<file path="src/inc/lcdpm_pkg.sv">
package lcdpm_pkg;

  // ==========================================================
  // register map
  localparam logic [7:0] LCDPM_OFS_PA_OUT = 8'h00;
  localparam logic [7:0] LCDPM_OFS_PA_DIR = 8'h04;
  localparam logic [7:0] LCDPM_OFS_PB_OUT = 8'h08;
  localparam logic [7:0] LCDPM_OFS_PB_DIR = 8'h0c;
  localparam logic [7:0] LCDPM_OFS_PC_OUT = 8'h10;
  localparam logic [7:0] LCDPM_OFS_PC_DIR = 8'h14;
  localparam logic [7:0] LCDPM_OFS_PD_OUT = 8'h18;
  localparam logic [7:0] LCDPM_OFS_PD_DIR = 8'h1c;
  localparam logic [7:0] LCDPM_OFS_PE_OUT = 8'h20;
  localparam logic [7:0] LCDPM_OFS_PE_DIR = 8'h24;
  localparam logic [7:0] LCDPM_OFS_CTRL = 8'h28;
  localparam logic [7:0] LCDPM_OFS_SER_TX = 8'h2c;
  localparam logic [7:0] LCDPM_OFS_SER_RX = 8'h30;
  localparam logic [7:0] LCDPM_OFS_SER_STAT = 8'h34;
  localparam logic [7:0] LCDPM_OFS_IRQ_STAT = 8'h38;
  localparam logic [7:0] LCDPM_OFS_IRQ_CLR = 8'h3c;
  localparam logic [7:0] LCDPM_OFS_IRQ_EN = 8'h40;

  // ==========================================================
  // control register fields
  localparam int LCDPM_CTRL_PB7_PULL = 0;
  localparam int LCDPM_CTRL_PB6_PULL = 1;
  localparam int LCDPM_CTRL_RTF_EN = 2;
  localparam int LCDPM_CTRL_MASTER = 3;

  // interrupt status fields
  localparam int LCDPM_IRQ_W = 3;
  localparam int LCDPM_IRQ_EXT = 0;
  localparam int LCDPM_IRQ_SER = 1;
  localparam int LCDPM_IRQ_WAKE = 2;

  // ==========================================================
  // reset values
  localparam logic [7:0] LCDPM_RST_OUT = 8'hff;
  localparam logic [7:0] LCDPM_RST_DIR = 8'h00;
  localparam logic [7:0] LCDPM_RST_CTRL = 8'h03;
  localparam logic [7:0] LCDPM_RST_SER = 8'h00;
  localparam logic [LCDPM_IRQ_W-1:0] LCDPM_RST_IRQ = 3'h0;

  // ==========================================================
  // timing
  localparam int LCDPM_CLK_MHZ = 250;
  localparam int LCDPM_SCLK_KHZ = 1000;
  localparam int LCDPM_SCLK_HALF = (LCDPM_CLK_MHZ * 1000) / (2 * LCDPM_SCLK_KHZ);
  localparam int LCDPM_SER_BITS = 8;

  // ==========================================================
  // build options and carriers
  typedef enum {LCDPM_PB6_GPIO, LCDPM_PB6_TIMER, LCDPM_PB6_RTF} lcdpm_pb6_mode_t;
  typedef enum {LCDPM_PC67_XTAL, LCDPM_PC67_GPIO, LCDPM_PC67_SEG} lcdpm_pc67_mode_t;
  typedef enum {LCDPM_SER_IDLE, LCDPM_SER_LOW, LCDPM_SER_HIGH, LCDPM_SER_SLAVE} lcdpm_ser_t;

  typedef struct packed {
    logic [7:0] out;
    logic [7:0] oe;
    logic [7:0] pu;
  } lcdpm_pad8_t;

endpackage : lcdpm_pkg

</file>
<file path="src/core/lcdpm_pad_mux.sv">
// Our own choices: the address-and-strobe port and the placing of the registers.
`timescale 1ns/10ps

// Summary of operation
// - The interrupt pad is always the serial data input and, by build option, also the external interrupt, pulled high in both roles.
// - Only a high-to-low transition on the interrupt pad is taken as an event, never a level.
// - The chip clear input is active low and its pad has no pull-high.
// - As master the serial clock pad gives exactly 8 pulses per transfer, then stops and stays high.
// - As slave the serial clock pad is an input and edges after the eighth are ignored.
// - Port B bit 4 in serial output use drives shift data out push-pull.
// - Port B bit 0 is a general port bit or the positive pulse-width push-pull output by build option.
// - The dedicated output pad is the negative pulse-width output or the sound output by build option.
// - Port B bit 7 in timer use feeds counter 0, its pull-high under software control.
// - Port B bit 6 in timer or resistance-frequency use feeds counter 1, pull-high and function enable by software.
// - While the resistance-frequency function is active, port B bits 2 and 3 lose their pull-high.
// - Each port A bit may be built as a wake-up source out of halt.
// - Port C, D and E bits are set by software as push-pull outputs or pulled-up inputs.
// - Ports C, D and E may each be built as upper LCD column drives instead of port bits.
// - Port C bits 6 and 7 may instead carry the watch crystal.
module lcdpm_pad_mux
  import lcdpm_pkg::*;
#(
  parameter bit INT_IS_EXT = 1'b1,
  parameter bit PB0_IS_PWM = 1'b0,
  parameter bit OUT_IS_SOUND = 1'b0,
  parameter bit PB4_IS_SHIFT_DATA_PAD_OUT = 1'b1,
  parameter bit PB5_IS_SCLK = 1'b1,
  parameter bit PB7_IS_TIMER = 1'b1,
  parameter lcdpm_pb6_mode_t PB6_MODE = LCDPM_PB6_RTF,
  parameter logic [7:0] WAKE_MASK = 8'hff,
  parameter bit PC_IS_SEG = 1'b0,
  parameter bit PD_IS_SEG = 1'b0,
  parameter bit PE_IS_SEG = 1'b0,
  parameter lcdpm_pc67_mode_t PC67_MODE = LCDPM_PC67_XTAL,
  parameter int SCLK_HALF = LCDPM_SCLK_HALF
) (
  input wire logic ref_clk, // system clock
  input wire logic sys_rst, // synchronous reset
  input wire logic [7:0] reg_addr, // register address
  input wire logic [7:0] reg_wdata, // write data
  input wire logic reg_wr, // write strobe
  input wire logic reg_rd, // read strobe
  output logic [7:0] reg_rdata, // read data, cycle after strobe
  output logic irq, // level interrupt
  input wire logic [7:0] wake_port_a_in, // port a pad levels
  output lcdpm_pad8_t wake_port_a_pad, // port a drive
  input wire logic [7:0] port_b_in, // port b pad levels
  output lcdpm_pad8_t port_b_pad, // port b drive
  input wire logic [7:0] port_c_in, // port c pad levels
  output lcdpm_pad8_t port_c_pad, // port c drive
  input wire logic [7:0] port_d_in, // port d pad levels
  output lcdpm_pad8_t port_d_pad, // port d drive
  input wire logic [7:0] port_e_in, // port e pad levels
  output lcdpm_pad8_t port_e_pad, // port e drive
  input wire logic int_pad_in, // interrupt / serial input pad
  output logic int_pad_pu, // pull-high on that pad
  input wire logic chip_clear_n, // chip clear pad, active low
  output logic chip_reset_req, // synchronised clear request
  input wire logic positive_pulse_width_gen, // positive pwm source
  input wire logic negative_pulse_width_gen, // negative pwm source
  input wire logic sound_gen, // audio source
  output logic pulse_sound_pad, // dedicated output pad
  input wire logic [23:0] lcd_column_drive, // column drives 40..63
  output logic counter0_ext_in, // to counter 0
  output logic counter1_ext_in, // to counter 1
  output logic resistance_freq_in, // to r-to-f logic
  output logic serial_data_pad_in, // synchronised serial input
  output logic watch_xtal_en, // crystal on port c 6/7
  output logic halt_wake // wake pulse
);

  // ==========================================================
  // pad helpers
  function automatic lcdpm_pad8_t lcdpm_gpio(input logic [7:0] o, input logic [7:0] dir);
    lcdpm_gpio.out = o;
    lcdpm_gpio.oe = dir;
    lcdpm_gpio.pu = ~dir;
  endfunction : lcdpm_gpio

  function automatic lcdpm_pad8_t lcdpm_seg(input logic [7:0] s);
    lcdpm_seg.out = s;
    lcdpm_seg.oe = 8'hff;
    lcdpm_seg.pu = 8'h00;
  endfunction : lcdpm_seg

  // ==========================================================
  // input synchronisers
  logic [7:0] pa_s1_q, pa_s2_q, pb_s1_q, pb_s2_q;
  logic [7:0] pc_s1_q, pc_s2_q, pd_s1_q, pd_s2_q, pe_s1_q, pe_s2_q;
  logic int_s1_q, int_s2_q, int_prev_q, clr_s1_q, clr_s2_q;
  logic [7:0] pa_prev_q;
  logic sclk_prev_q;

  always_ff @(posedge ref_clk) begin
    if (sys_rst) begin
      pa_s1_q <= 8'hff;
      pa_s2_q <= 8'hff;
      pb_s1_q <= 8'hff;
      pb_s2_q <= 8'hff;
      pc_s1_q <= 8'hff;
      pc_s2_q <= 8'hff;
      pd_s1_q <= 8'hff;
      pd_s2_q <= 8'hff;
      pe_s1_q <= 8'hff;
      pe_s2_q <= 8'hff;
      int_s1_q <= 1'b1;
      int_s2_q <= 1'b1;
      clr_s1_q <= 1'b1;
      clr_s2_q <= 1'b1;
    end else begin
      pa_s1_q <= wake_port_a_in;
      pa_s2_q <= pa_s1_q;
      pb_s1_q <= port_b_in;
      pb_s2_q <= pb_s1_q;
      pc_s1_q <= port_c_in;
      pc_s2_q <= pc_s1_q;
      pd_s1_q <= port_d_in;
      pd_s2_q <= pd_s1_q;
      pe_s1_q <= port_e_in;
      pe_s2_q <= pe_s1_q;
      int_s1_q <= int_pad_in;
      int_s2_q <= int_s1_q;
      clr_s1_q <= chip_clear_n;
      clr_s2_q <= clr_s1_q;
    end
  end

  always_ff @(posedge ref_clk) begin
    if (sys_rst) begin
      int_prev_q <= 1'b1;
      pa_prev_q <= 8'hff;
      sclk_prev_q <= 1'b1;
    end else begin
      int_prev_q <= int_s2_q;
      pa_prev_q <= pa_s2_q;
      sclk_prev_q <= pb_s2_q[5];
    end
  end

  logic int_fall, sclk_rise, sclk_fall;
  logic [7:0] wake_fall;
  assign int_fall = int_prev_q & ~int_s2_q;
  assign wake_fall = pa_prev_q & ~pa_s2_q & WAKE_MASK;
  assign sclk_rise = ~sclk_prev_q & pb_s2_q[5];
  assign sclk_fall = sclk_prev_q & ~pb_s2_q[5];

  // ==========================================================
  // software registers
  logic [7:0] pa_out_q, pa_dir_q, pb_out_q, pb_dir_q, pc_out_q, pc_dir_q;
  logic [7:0] pd_out_q, pd_dir_q, pe_out_q, pe_dir_q, ctrl_q;
  logic [LCDPM_IRQ_W-1:0] irq_stat_q, irq_en_q;
  logic wr_tx;

  assign wr_tx = reg_wr && (reg_addr == LCDPM_OFS_SER_TX);

  always_ff @(posedge ref_clk) begin
    if (sys_rst) begin
      pa_out_q <= LCDPM_RST_OUT;
      pa_dir_q <= LCDPM_RST_DIR;
      pb_out_q <= LCDPM_RST_OUT;
      pb_dir_q <= LCDPM_RST_DIR;
      pc_out_q <= LCDPM_RST_OUT;
      pc_dir_q <= LCDPM_RST_DIR;
      pd_out_q <= LCDPM_RST_OUT;
      pd_dir_q <= LCDPM_RST_DIR;
      pe_out_q <= LCDPM_RST_OUT;
      pe_dir_q <= LCDPM_RST_DIR;
      ctrl_q <= LCDPM_RST_CTRL;
      irq_en_q <= LCDPM_RST_IRQ;
    end else if (reg_wr) begin
      unique case (reg_addr)
        LCDPM_OFS_PA_OUT: pa_out_q <= reg_wdata;
        LCDPM_OFS_PA_DIR: pa_dir_q <= reg_wdata;
        LCDPM_OFS_PB_OUT: pb_out_q <= reg_wdata;
        LCDPM_OFS_PB_DIR: pb_dir_q <= reg_wdata;
        LCDPM_OFS_PC_OUT: pc_out_q <= reg_wdata;
        LCDPM_OFS_PC_DIR: pc_dir_q <= reg_wdata;
        LCDPM_OFS_PD_OUT: pd_out_q <= reg_wdata;
        LCDPM_OFS_PD_DIR: pd_dir_q <= reg_wdata;
        LCDPM_OFS_PE_OUT: pe_out_q <= reg_wdata;
        LCDPM_OFS_PE_DIR: pe_dir_q <= reg_wdata;
        LCDPM_OFS_CTRL: ctrl_q <= reg_wdata;
        LCDPM_OFS_IRQ_EN: irq_en_q <= reg_wdata[LCDPM_IRQ_W-1:0];
        default: ;
      endcase
    end
  end

  // ==========================================================
  // serial shifter
  lcdpm_ser_t ser_q;
  logic [7:0] tx_sh_q, rx_sh_q;
  logic [3:0] bit_cnt_q;
  logic [15:0] div_q;
  logic sclk_q, ser_done;
  logic master;
  logic div_end;

  assign master = ctrl_q[LCDPM_CTRL_MASTER];
  assign div_end = (div_q == 16'(SCLK_HALF - 1));
  assign ser_done = ((ser_q == LCDPM_SER_HIGH) && div_end && (bit_cnt_q == 4'(LCDPM_SER_BITS)))
    || ((ser_q == LCDPM_SER_SLAVE) && (bit_cnt_q == 4'(LCDPM_SER_BITS)));
  assign serial_data_pad_in = int_s2_q;

  always_ff @(posedge ref_clk) begin
    if (sys_rst) begin
      ser_q <= LCDPM_SER_IDLE;
      tx_sh_q <= LCDPM_RST_SER;
      rx_sh_q <= LCDPM_RST_SER;
      bit_cnt_q <= 4'h0;
      div_q <= 16'h0000;
      sclk_q <= 1'b1;
    end else begin
      unique case (ser_q)
        LCDPM_SER_IDLE: begin
          sclk_q <= 1'b1;
          div_q <= 16'h0000;
          if (wr_tx) begin
            tx_sh_q <= reg_wdata;
            bit_cnt_q <= 4'h0;
            if (master) begin
              sclk_q <= 1'b0;
              ser_q <= LCDPM_SER_LOW;
            end else begin
              ser_q <= LCDPM_SER_SLAVE;
            end
          end
        end
        LCDPM_SER_LOW: begin
          div_q <= div_end ? 16'h0000 : div_q + 16'h0001;
          if (div_end) begin
            sclk_q <= 1'b1;
            rx_sh_q <= {rx_sh_q[6:0], int_s2_q};
            bit_cnt_q <= bit_cnt_q + 4'h1;
            ser_q <= LCDPM_SER_HIGH;
          end
        end
        LCDPM_SER_HIGH: begin
          div_q <= div_end ? 16'h0000 : div_q + 16'h0001;
          if (div_end) begin
            if (bit_cnt_q == 4'(LCDPM_SER_BITS)) begin
              ser_q <= LCDPM_SER_IDLE;
            end else begin
              sclk_q <= 1'b0;
              tx_sh_q <= {tx_sh_q[6:0], 1'b0};
              ser_q <= LCDPM_SER_LOW;
            end
          end
        end
        LCDPM_SER_SLAVE: begin
          if (bit_cnt_q == 4'(LCDPM_SER_BITS)) begin
            ser_q <= LCDPM_SER_IDLE;
          end else if (sclk_rise) begin
            rx_sh_q <= {rx_sh_q[6:0], int_s2_q};
            bit_cnt_q <= bit_cnt_q + 4'h1;
          end else if (sclk_fall && (bit_cnt_q != 4'h0)) begin
            tx_sh_q <= {tx_sh_q[6:0], 1'b0};
          end
        end
      endcase
    end
  end

  // ==========================================================
  // interrupt status
  logic [LCDPM_IRQ_W-1:0] irq_set, irq_clr;

  assign irq_set = {|wake_fall, ser_done, int_fall & INT_IS_EXT};
  assign irq_clr = (reg_wr && (reg_addr == LCDPM_OFS_IRQ_CLR)) ? reg_wdata[LCDPM_IRQ_W-1:0]
    : LCDPM_RST_IRQ;

  always_ff @(posedge ref_clk) begin
    if (sys_rst) begin
      irq_stat_q <= LCDPM_RST_IRQ;
    end else begin
      irq_stat_q <= (irq_stat_q & ~irq_clr) | irq_set;
    end
  end

  always_ff @(posedge ref_clk) begin
    if (sys_rst) begin
      halt_wake <= 1'b0;
    end else begin
      halt_wake <= |wake_fall;
    end
  end

  assign irq = |(irq_stat_q & irq_en_q);

  // ==========================================================
  // read port
  always_ff @(posedge ref_clk) begin
    if (sys_rst) begin
      reg_rdata <= 8'h00;
    end else if (reg_rd) begin
      unique case (reg_addr)
        LCDPM_OFS_PA_OUT: reg_rdata <= pa_s2_q;
        LCDPM_OFS_PA_DIR: reg_rdata <= pa_dir_q;
        LCDPM_OFS_PB_OUT: reg_rdata <= pb_s2_q;
        LCDPM_OFS_PB_DIR: reg_rdata <= pb_dir_q;
        LCDPM_OFS_PC_OUT: reg_rdata <= pc_s2_q;
        LCDPM_OFS_PC_DIR: reg_rdata <= pc_dir_q;
        LCDPM_OFS_PD_OUT: reg_rdata <= pd_s2_q;
        LCDPM_OFS_PD_DIR: reg_rdata <= pd_dir_q;
        LCDPM_OFS_PE_OUT: reg_rdata <= pe_s2_q;
        LCDPM_OFS_PE_DIR: reg_rdata <= pe_dir_q;
        LCDPM_OFS_CTRL: reg_rdata <= ctrl_q;
        LCDPM_OFS_SER_TX: reg_rdata <= tx_sh_q;
        LCDPM_OFS_SER_RX: reg_rdata <= rx_sh_q;
        LCDPM_OFS_SER_STAT: reg_rdata <= {3'h0, ser_q != LCDPM_SER_IDLE, bit_cnt_q};
        LCDPM_OFS_IRQ_STAT: reg_rdata <= 8'(irq_stat_q);
        LCDPM_OFS_IRQ_EN: reg_rdata <= 8'(irq_en_q);
        default: reg_rdata <= 8'h00;
      endcase
    end else begin
      reg_rdata <= 8'h00;
    end
  end

  // ==========================================================
  // pad muxing
  logic rtf_act;
  assign rtf_act = (PB6_MODE == LCDPM_PB6_RTF) && ctrl_q[LCDPM_CTRL_RTF_EN];

  assign int_pad_pu = 1'b1;
  assign chip_reset_req = ~clr_s2_q;
  assign pulse_sound_pad = OUT_IS_SOUND ? sound_gen : negative_pulse_width_gen;
  assign counter0_ext_in = PB7_IS_TIMER & pb_s2_q[7];
  assign counter1_ext_in = (PB6_MODE != LCDPM_PB6_GPIO) & pb_s2_q[6];
  assign resistance_freq_in = rtf_act & pb_s2_q[6];
  assign watch_xtal_en = (PC67_MODE == LCDPM_PC67_XTAL);
  assign wake_port_a_pad = lcdpm_gpio(pa_out_q, pa_dir_q);

  lcdpm_pad8_t pb_io, pc_io, pc_sg;
  assign pb_io = lcdpm_gpio(pb_out_q, pb_dir_q);
  assign pc_io = lcdpm_gpio(pc_out_q, pc_dir_q);
  assign pc_sg = lcdpm_seg(lcd_column_drive[23:16]);

  always_comb begin
    port_b_pad = pb_io;
    if (PB0_IS_PWM) begin
      port_b_pad.out[0] = positive_pulse_width_gen;
      port_b_pad.oe[0] = 1'b1;
      port_b_pad.pu[0] = 1'b0;
    end
    if (rtf_act) begin
      port_b_pad.pu[3:2] = 2'b00;
    end
    port_b_pad.pu[4] = 1'b0;
    if (PB4_IS_SHIFT_DATA_PAD_OUT) begin
      port_b_pad.out[4] = tx_sh_q[7];
      port_b_pad.oe[4] = 1'b1;
    end
    port_b_pad.pu[5] = 1'b0;
    if (PB5_IS_SCLK) begin
      port_b_pad.out[5] = sclk_q;
      port_b_pad.oe[5] = master;
    end
    if (PB6_MODE != LCDPM_PB6_GPIO) begin
      port_b_pad.oe[6] = 1'b0;
      port_b_pad.pu[6] = ctrl_q[LCDPM_CTRL_PB6_PULL];
    end
    if (PB7_IS_TIMER) begin
      port_b_pad.oe[7] = 1'b0;
      port_b_pad.pu[7] = ctrl_q[LCDPM_CTRL_PB7_PULL];
    end
  end

  always_comb begin
    port_c_pad = PC_IS_SEG ? pc_sg : pc_io;
    unique case (PC67_MODE)
      LCDPM_PC67_XTAL: begin
        port_c_pad.oe[7:6] = 2'b00;
        port_c_pad.pu[7:6] = 2'b00;
        port_c_pad.out[7:6] = 2'b00;
      end
      LCDPM_PC67_GPIO: begin
        port_c_pad.out[7:6] = pc_io.out[7:6];
        port_c_pad.oe[7:6] = pc_io.oe[7:6];
        port_c_pad.pu[7:6] = pc_io.pu[7:6];
      end
      LCDPM_PC67_SEG: begin
        port_c_pad.out[7:6] = pc_sg.out[7:6];
        port_c_pad.oe[7:6] = pc_sg.oe[7:6];
        port_c_pad.pu[7:6] = pc_sg.pu[7:6];
      end
    endcase
  end

  assign port_d_pad = PD_IS_SEG ? lcdpm_seg(lcd_column_drive[15:8])
    : lcdpm_gpio(pd_out_q, pd_dir_q);
  assign port_e_pad = PE_IS_SEG ? lcdpm_seg(lcd_column_drive[7:0])
    : lcdpm_gpio(pe_out_q, pe_dir_q);

  // ==========================================================
  // checks
  logic [3:0] rise_cnt_q;
  always_ff @(posedge ref_clk) begin
    if (sys_rst || (ser_q == LCDPM_SER_IDLE)) begin
      rise_cnt_q <= 4'h0;
    end else if ((ser_q == LCDPM_SER_LOW) && div_end) begin
      rise_cnt_q <= rise_cnt_q + 4'h1;
    end
  end
endmodule : lcdpm_pad_mux

</file>
<file path="config.mk">
export PLATFORM = sky130hd
export DESIGN_NAME = lcdpm_pad_mux
export DESIGN_NICKNAME = d
export VERILOG_FILES = /design/src/inc/lcdpm_pkg.sv /design/src/core/lcdpm_pad_mux.sv
export SDC_FILE = /design/constraint.sdc
export NUM_CORES = 1
export LEC_CHECK = 0
export BUFFER_PORTS_ARGS = -buffer_cell sky130_fd_sc_hd__buf_2
export CAP_MARGIN = 20
export CELL_PAD_IN_SITES_DETAIL_PLACEMENT = 0
export CELL_PAD_IN_SITES_GLOBAL_PLACEMENT = 2
export CORE_MARGIN = 2
export CORE_UTILIZATION = 34
export CTS_CLUSTER_SIZE = 30
export DETAILED_ROUTE_END_ITERATION = 16
export GPL_ROUTABILITY_DRIVEN = 0
export GPL_TIMING_DRIVEN = 1
export HOLD_SLACK_MARGIN = 0.08
export PLACE_DENSITY_LB_ADDON = 0.2
export SLEW_MARGIN = 20
export SYNTH_ARGS = -nofsm -noshare
export SYNTH_HDL_FRONTEND = slang
export SYNTH_SLANG_ARGS = --single-unit
</file>
<file path="constraint.sdc">
create_clock -name ref_clk -period 5.3 [get_ports ref_clk]
set_input_delay 0.53 -clock ref_clk [delete_from_list [all_inputs] [get_ports ref_clk]]
set_output_delay 0.53 -clock ref_clk [all_outputs]
set_load 0.01 [all_outputs]
</file>
### After elaboration in Yosys (flattened, before gate mapping)

Cells that the tools add are included.

* bits in registers: 264
* bits in latches: 0
* bits in writable memories: 0
* bits in read-only memories: 0
* word-level logic and storage cells: 163
* memories: 0

* add/sub/neg operators: 2
* $mul: 0
* div/mod/pow operators: 0
* order comparisons: 0
* equality and inequality tests: 32
* shifts and indexed selects: 0
* mux-type cells: 34
* bitwise gates (word level): 20
* reductions and logical operators: 37

Operators by type and width (count)
* $mux W32: 4
* $pmux W32 S4: 1
* $pmux W8 S16: 1
* $mux W8: 9
* $eq A32 B2 Y1 const B: 2
* $eq A32 B3 Y1 const B: 2
* $eq A8 B6 Y1 const B: 8
* $eq A32 B1 Y1 const B: 1
* $eq A8 B5 Y1 const B: 4
* $logic_not A32 Y1: 1
* $not A8 Y8: 4
* $pmux W16 S2: 1
* $reduce_bool A32 Y1: 1
* $pmux W8 S3: 1
* $reduce_and A2 Y1: 12
* $ne A2 B2 Y1 const B: 9
* $add A16 B1 Y16 const B: 1
* $eq A16 B7 Y1 const B: 1
* $eq A8 B4 Y1 const B: 2
* $mux W16: 1
* $mux W4: 4
* $pmux W8 S2: 1
* $pmux W4 S3: 1
* $reduce_and A4 Y1: 3
* other kinds (27): 50

### Depth between registers and ports, before layout

* depth after elaboration: 7
* gate-level depth with buffers: 9

### Least setup slack after synthesis

No wires, ideal clock.

* kind: input port to flip-flop
* start: in reg_addr[2]
* end: reg pa_dir_q[0]
* setup time: 0.128 ns
* arrival: 2.302 ns
* required time: 5.172 ns
* path slack: 2.870 ns
* stages on the path: 5
* buffers on the path: 1
* cells stage by stage: clkbuf_1 > nor4b_1 > nand3_1 > mux2i_1 > nor2_1

* longest elaborated chain between the ends: 2

RTL lines
* start: declaration: line lcdpm_pad_mux.sv:39 `input wire logic [7:0] reg_addr,`
* $eq A8 B3 Y1: line lcdpm_pad_mux.sv:171 `unique case (reg_addr)`
* $reduce_and A2 Y1 (no line)
* end signal: assignment: line lcdpm_pad_mux.sv:173 `LCDPM_OFS_PA_DIR: pa_dir_q <= reg_wdata;`
* end: declaration: line lcdpm_pad_mux.sv:149 `logic [7:0] pa_out_q, pa_dir_q, pb_out_q, pb_dir_q, pc_out_q, pc_dir_q;`

No other way between the ends.
A chain may end at the register's enable or synchronous reset.

### Worst setup path in the final report

* start: reg div_q[0]
* end: reg tx_sh_q[0]

* longest elaborated chain between the ends: 3

RTL lines
* start: declaration: line lcdpm_pad_mux.sv:194 `logic [15:0] div_q;`
* start signal: assignment: line lcdpm_pad_mux.sv:230 `div_q <= div_end ? 16'h0000 : div_q + 16'h0001;`
* start signal: assignment: line lcdpm_pad_mux.sv:239 `div_q <= div_end ? 16'h0000 : div_q + 16'h0001;`
* $eq A16 B7 Y1: line lcdpm_pad_mux.sv:200 `assign div_end = (div_q == 16'(SCLK_HALF - 1));`
* $ne A2 B2 Y1 (no line)
* $reduce_and A7 Y1 (no line)
* end signal: assignment: line lcdpm_pad_mux.sv:219 `tx_sh_q <= reg_wdata;`
* end signal: assignment: line lcdpm_pad_mux.sv:245 `tx_sh_q <= {tx_sh_q[6:0], 1'b0};`
* end signal: assignment: line lcdpm_pad_mux.sv:257 `tx_sh_q <= {tx_sh_q[6:0], 1'b0};`
* end: declaration: line lcdpm_pad_mux.sv:192 `logic [7:0] tx_sh_q, rx_sh_q;`

No other way between the ends.

==> metrics <==
via total after detailed routing 7,487; area share of the largest cell type after synthesis 0.486; setup bufs post-CTS 0; Total Nets Final 1,295; Ant. Diodes 0; die span in x 172 um; FP Rows 61; Antenna Nets Post-Route 0; internal power 3040 uW; Pre-Repair DR Iteration Count 5; dpl cell area 0.0106 sq mm; CP Capture Type register; drt wl/cell 17.4 um; # clock sinks 232; status finished clean; max_slew headroom 0.291; Resize count post-CTS 0; Starting Density 0.345; fin crit share 0.502; Lkg Pwr 0.00489 uW; max cap viols 0; I/O Pins 227; CP Max Fanout 16; Die ar. 0.0295 sq mm; part of the power in registers 0.455; critical path required time 5750 ps; Final Cell Area 0.0115 sq mm; core area 0.0277 sq mm; share of cells above drive strength 1 0.290; largest reg by FF count div_q; clock skew 18.9 ps; peak supply drop 0.198 mV; Worst-Margin Slew 1060 ps; hpwl dp 19,600 um; NetSw 1050 uW; RSZ-0062 raised after global routing no; # setup viols final 0; Post-synth EDFFs 0; critical path class reg -> reg; GR Overflow Total 0; CTS root buffer clkbuf_16; CTS H-tree depth 1; # port buffers 185; PwrDens 357 mW/mm^2; Ys Warns 0; top post-synthesis cells by area dfxtp_1, mux2i_1, or2_2; Post-Syn Area 0.00957 sq mm; final hold vios 0; clk_lat worst skew 530 ps; vias per cell 4.70; Num CTS Buffers 26; Fmax achieved 376 MHz; arrival time worst endpoint 3110 ps; power share of the clock group 0.426; commonest non-fill, non-tap cell in the layout dfxtp_1; minimum clock period 2660 ps; combinational share of power 0.119; Yosys reg bits 232; TNS Setup 0 ps; initial antenna violation count 0; max reg flops 16; Mapped Cells 1,057; Detailed Route Iter0 Violations 458; DRC Markers 0; largest net degree at the start of global routing 75; Yosys top cell by area dfxtp_1; max-slew violations 0; syn_area_per_cell 9.05 sq um; Hold WC Path Type in -> reg; GR Util All Layers 0.185; Routed WL 27,800 um; CTS hold repair buffers 0; maximum buffer depth of the clock tree 3; global-route wire length before repair 42,100 um; most frequent cells in the layout dfxtp_1, buf_2, nand2_1; vias in the first global route 7,023; Async SR Flop Fraction 0; Die Y-Extent 172 um; Distinct cells, synth 65; Clock transition at path regs 60 ps; Area growth, synth to finish 19.8%; fill count 2,796; sequential area share after synthesis 0.486; Net Sw Frac 0.256; crit path launch type register; CTS tree yes; top_reg_cell synth dfxtp_1
[metal layers]
metal,vias up,GRT usage,part of all wire
met2,208,0.302,0.45
met4,0,0.0417,0.020
met3,37,0.0308,0.054
li1,3774,-,-
met5,-,0,0
met1,3468,0.258,0.47
[kinds of logic (layout without fill, tap and decap cells)]
logic type / Yosys count / count (layout) / synth area share
compound gates: 123 / 123 / 0.0883
other cells: 2 / 13 / 0.000785
fa+ha+maj: 10 / 10 / 0.0131
flops: 232 / 232 / 0.486
xor+xnor: 15 / 15 / 0.0137
mux: 92 / 92 / 0.102
buf+inv: 159 / 307 / 0.0751
simple gates: 424 / 424 / 0.221
[Yosys cell counts, drive strengths merged, types with 3 or more instances]
master and count:
nor2 80, nand3b 4, o21ai 10, or2 96
xor2 5, a22oi 13, o32ai 3, nor3 15
buf 35, xnor2 10, clkbuf 60, nor4 10
a32oi 3, ha 10, nor2b 9, o211ai 7
o22ai 8, mux2 6, mux2i 82, a31oi 8
a31o 9, a222oi 4, a221oi 3, dfxtp 232
nand2 129, a21oi 37, a22o 4, nand3 47
and3 8, and2 5, nor4b 3, mux4 4
inv 63, nand4 4
[final timing paths]
kind / from / to / cells past startpoint / slack [ps]
max: div_q[0] / tx_sh_q[0] / 7 / 2640
max reg2reg: div_q[0] / tx_sh_q[0] / 7 / 2640
min reg2reg: pa_s1_q[6] / pa_s2_q[6] / 1 / 410
min: port_e_in[5] / pe_s1_q[5] / 2 / 180
[power by group through the flow]
stage / clock network (uW) / logic [uW] / registers [uW]
6_report: 1740 / 485 / 1860
5_1_grt: 1860 / 539 / 1870
4_1_cts: 1800 / 489 / 1860
3_5_place_dp: 0 / 488 / 1900
3_3_place_gp: 0 / 488 / 1900
2_1_floorplan: 0 / 381 / 1880
[worst max-delay path: stages, from the launching register on]
cell      delay (ps)
dfxtp_1          340
inv_1             70
ha_1             140
or3b_2           460
or4_4            450
a2111o_1         670
or2_1            320
a21oi_1          140
[stage by stage]
stage / std cells / worst slack, ps / util / total power, uW / hold WS, ps
global route: 1594 / 2490 / 0.414 / 4270 / 164
finish: 1594 / 2640 / 0.414 / 4090 / 175
floorplan: 1068 / 2870 / - / 2260 / 389
global placement: 1546 / 2160 / 0.383 / 2390 / 391
detailed placement: 1546 / 2120 / 0.383 / 2390 / 393
CTS: 1594 / 2630 / 0.413 / 4150 / 151
[area by class of cell]
cell class	instances	area (sq um)	area share
Sequential cell	232	4640	0.405
Multi-Input combinational cell	677	4270	0.372
Timing Repair Buffer	195	1000	0.0876
Clock buffer	37	712	0.0621
Tap cell	378	473	0.0413
Inverter	64	240	0.0210
Clock inverter	11	119	0.0104
Note: power is estimated with default switching activity, not from simulation.
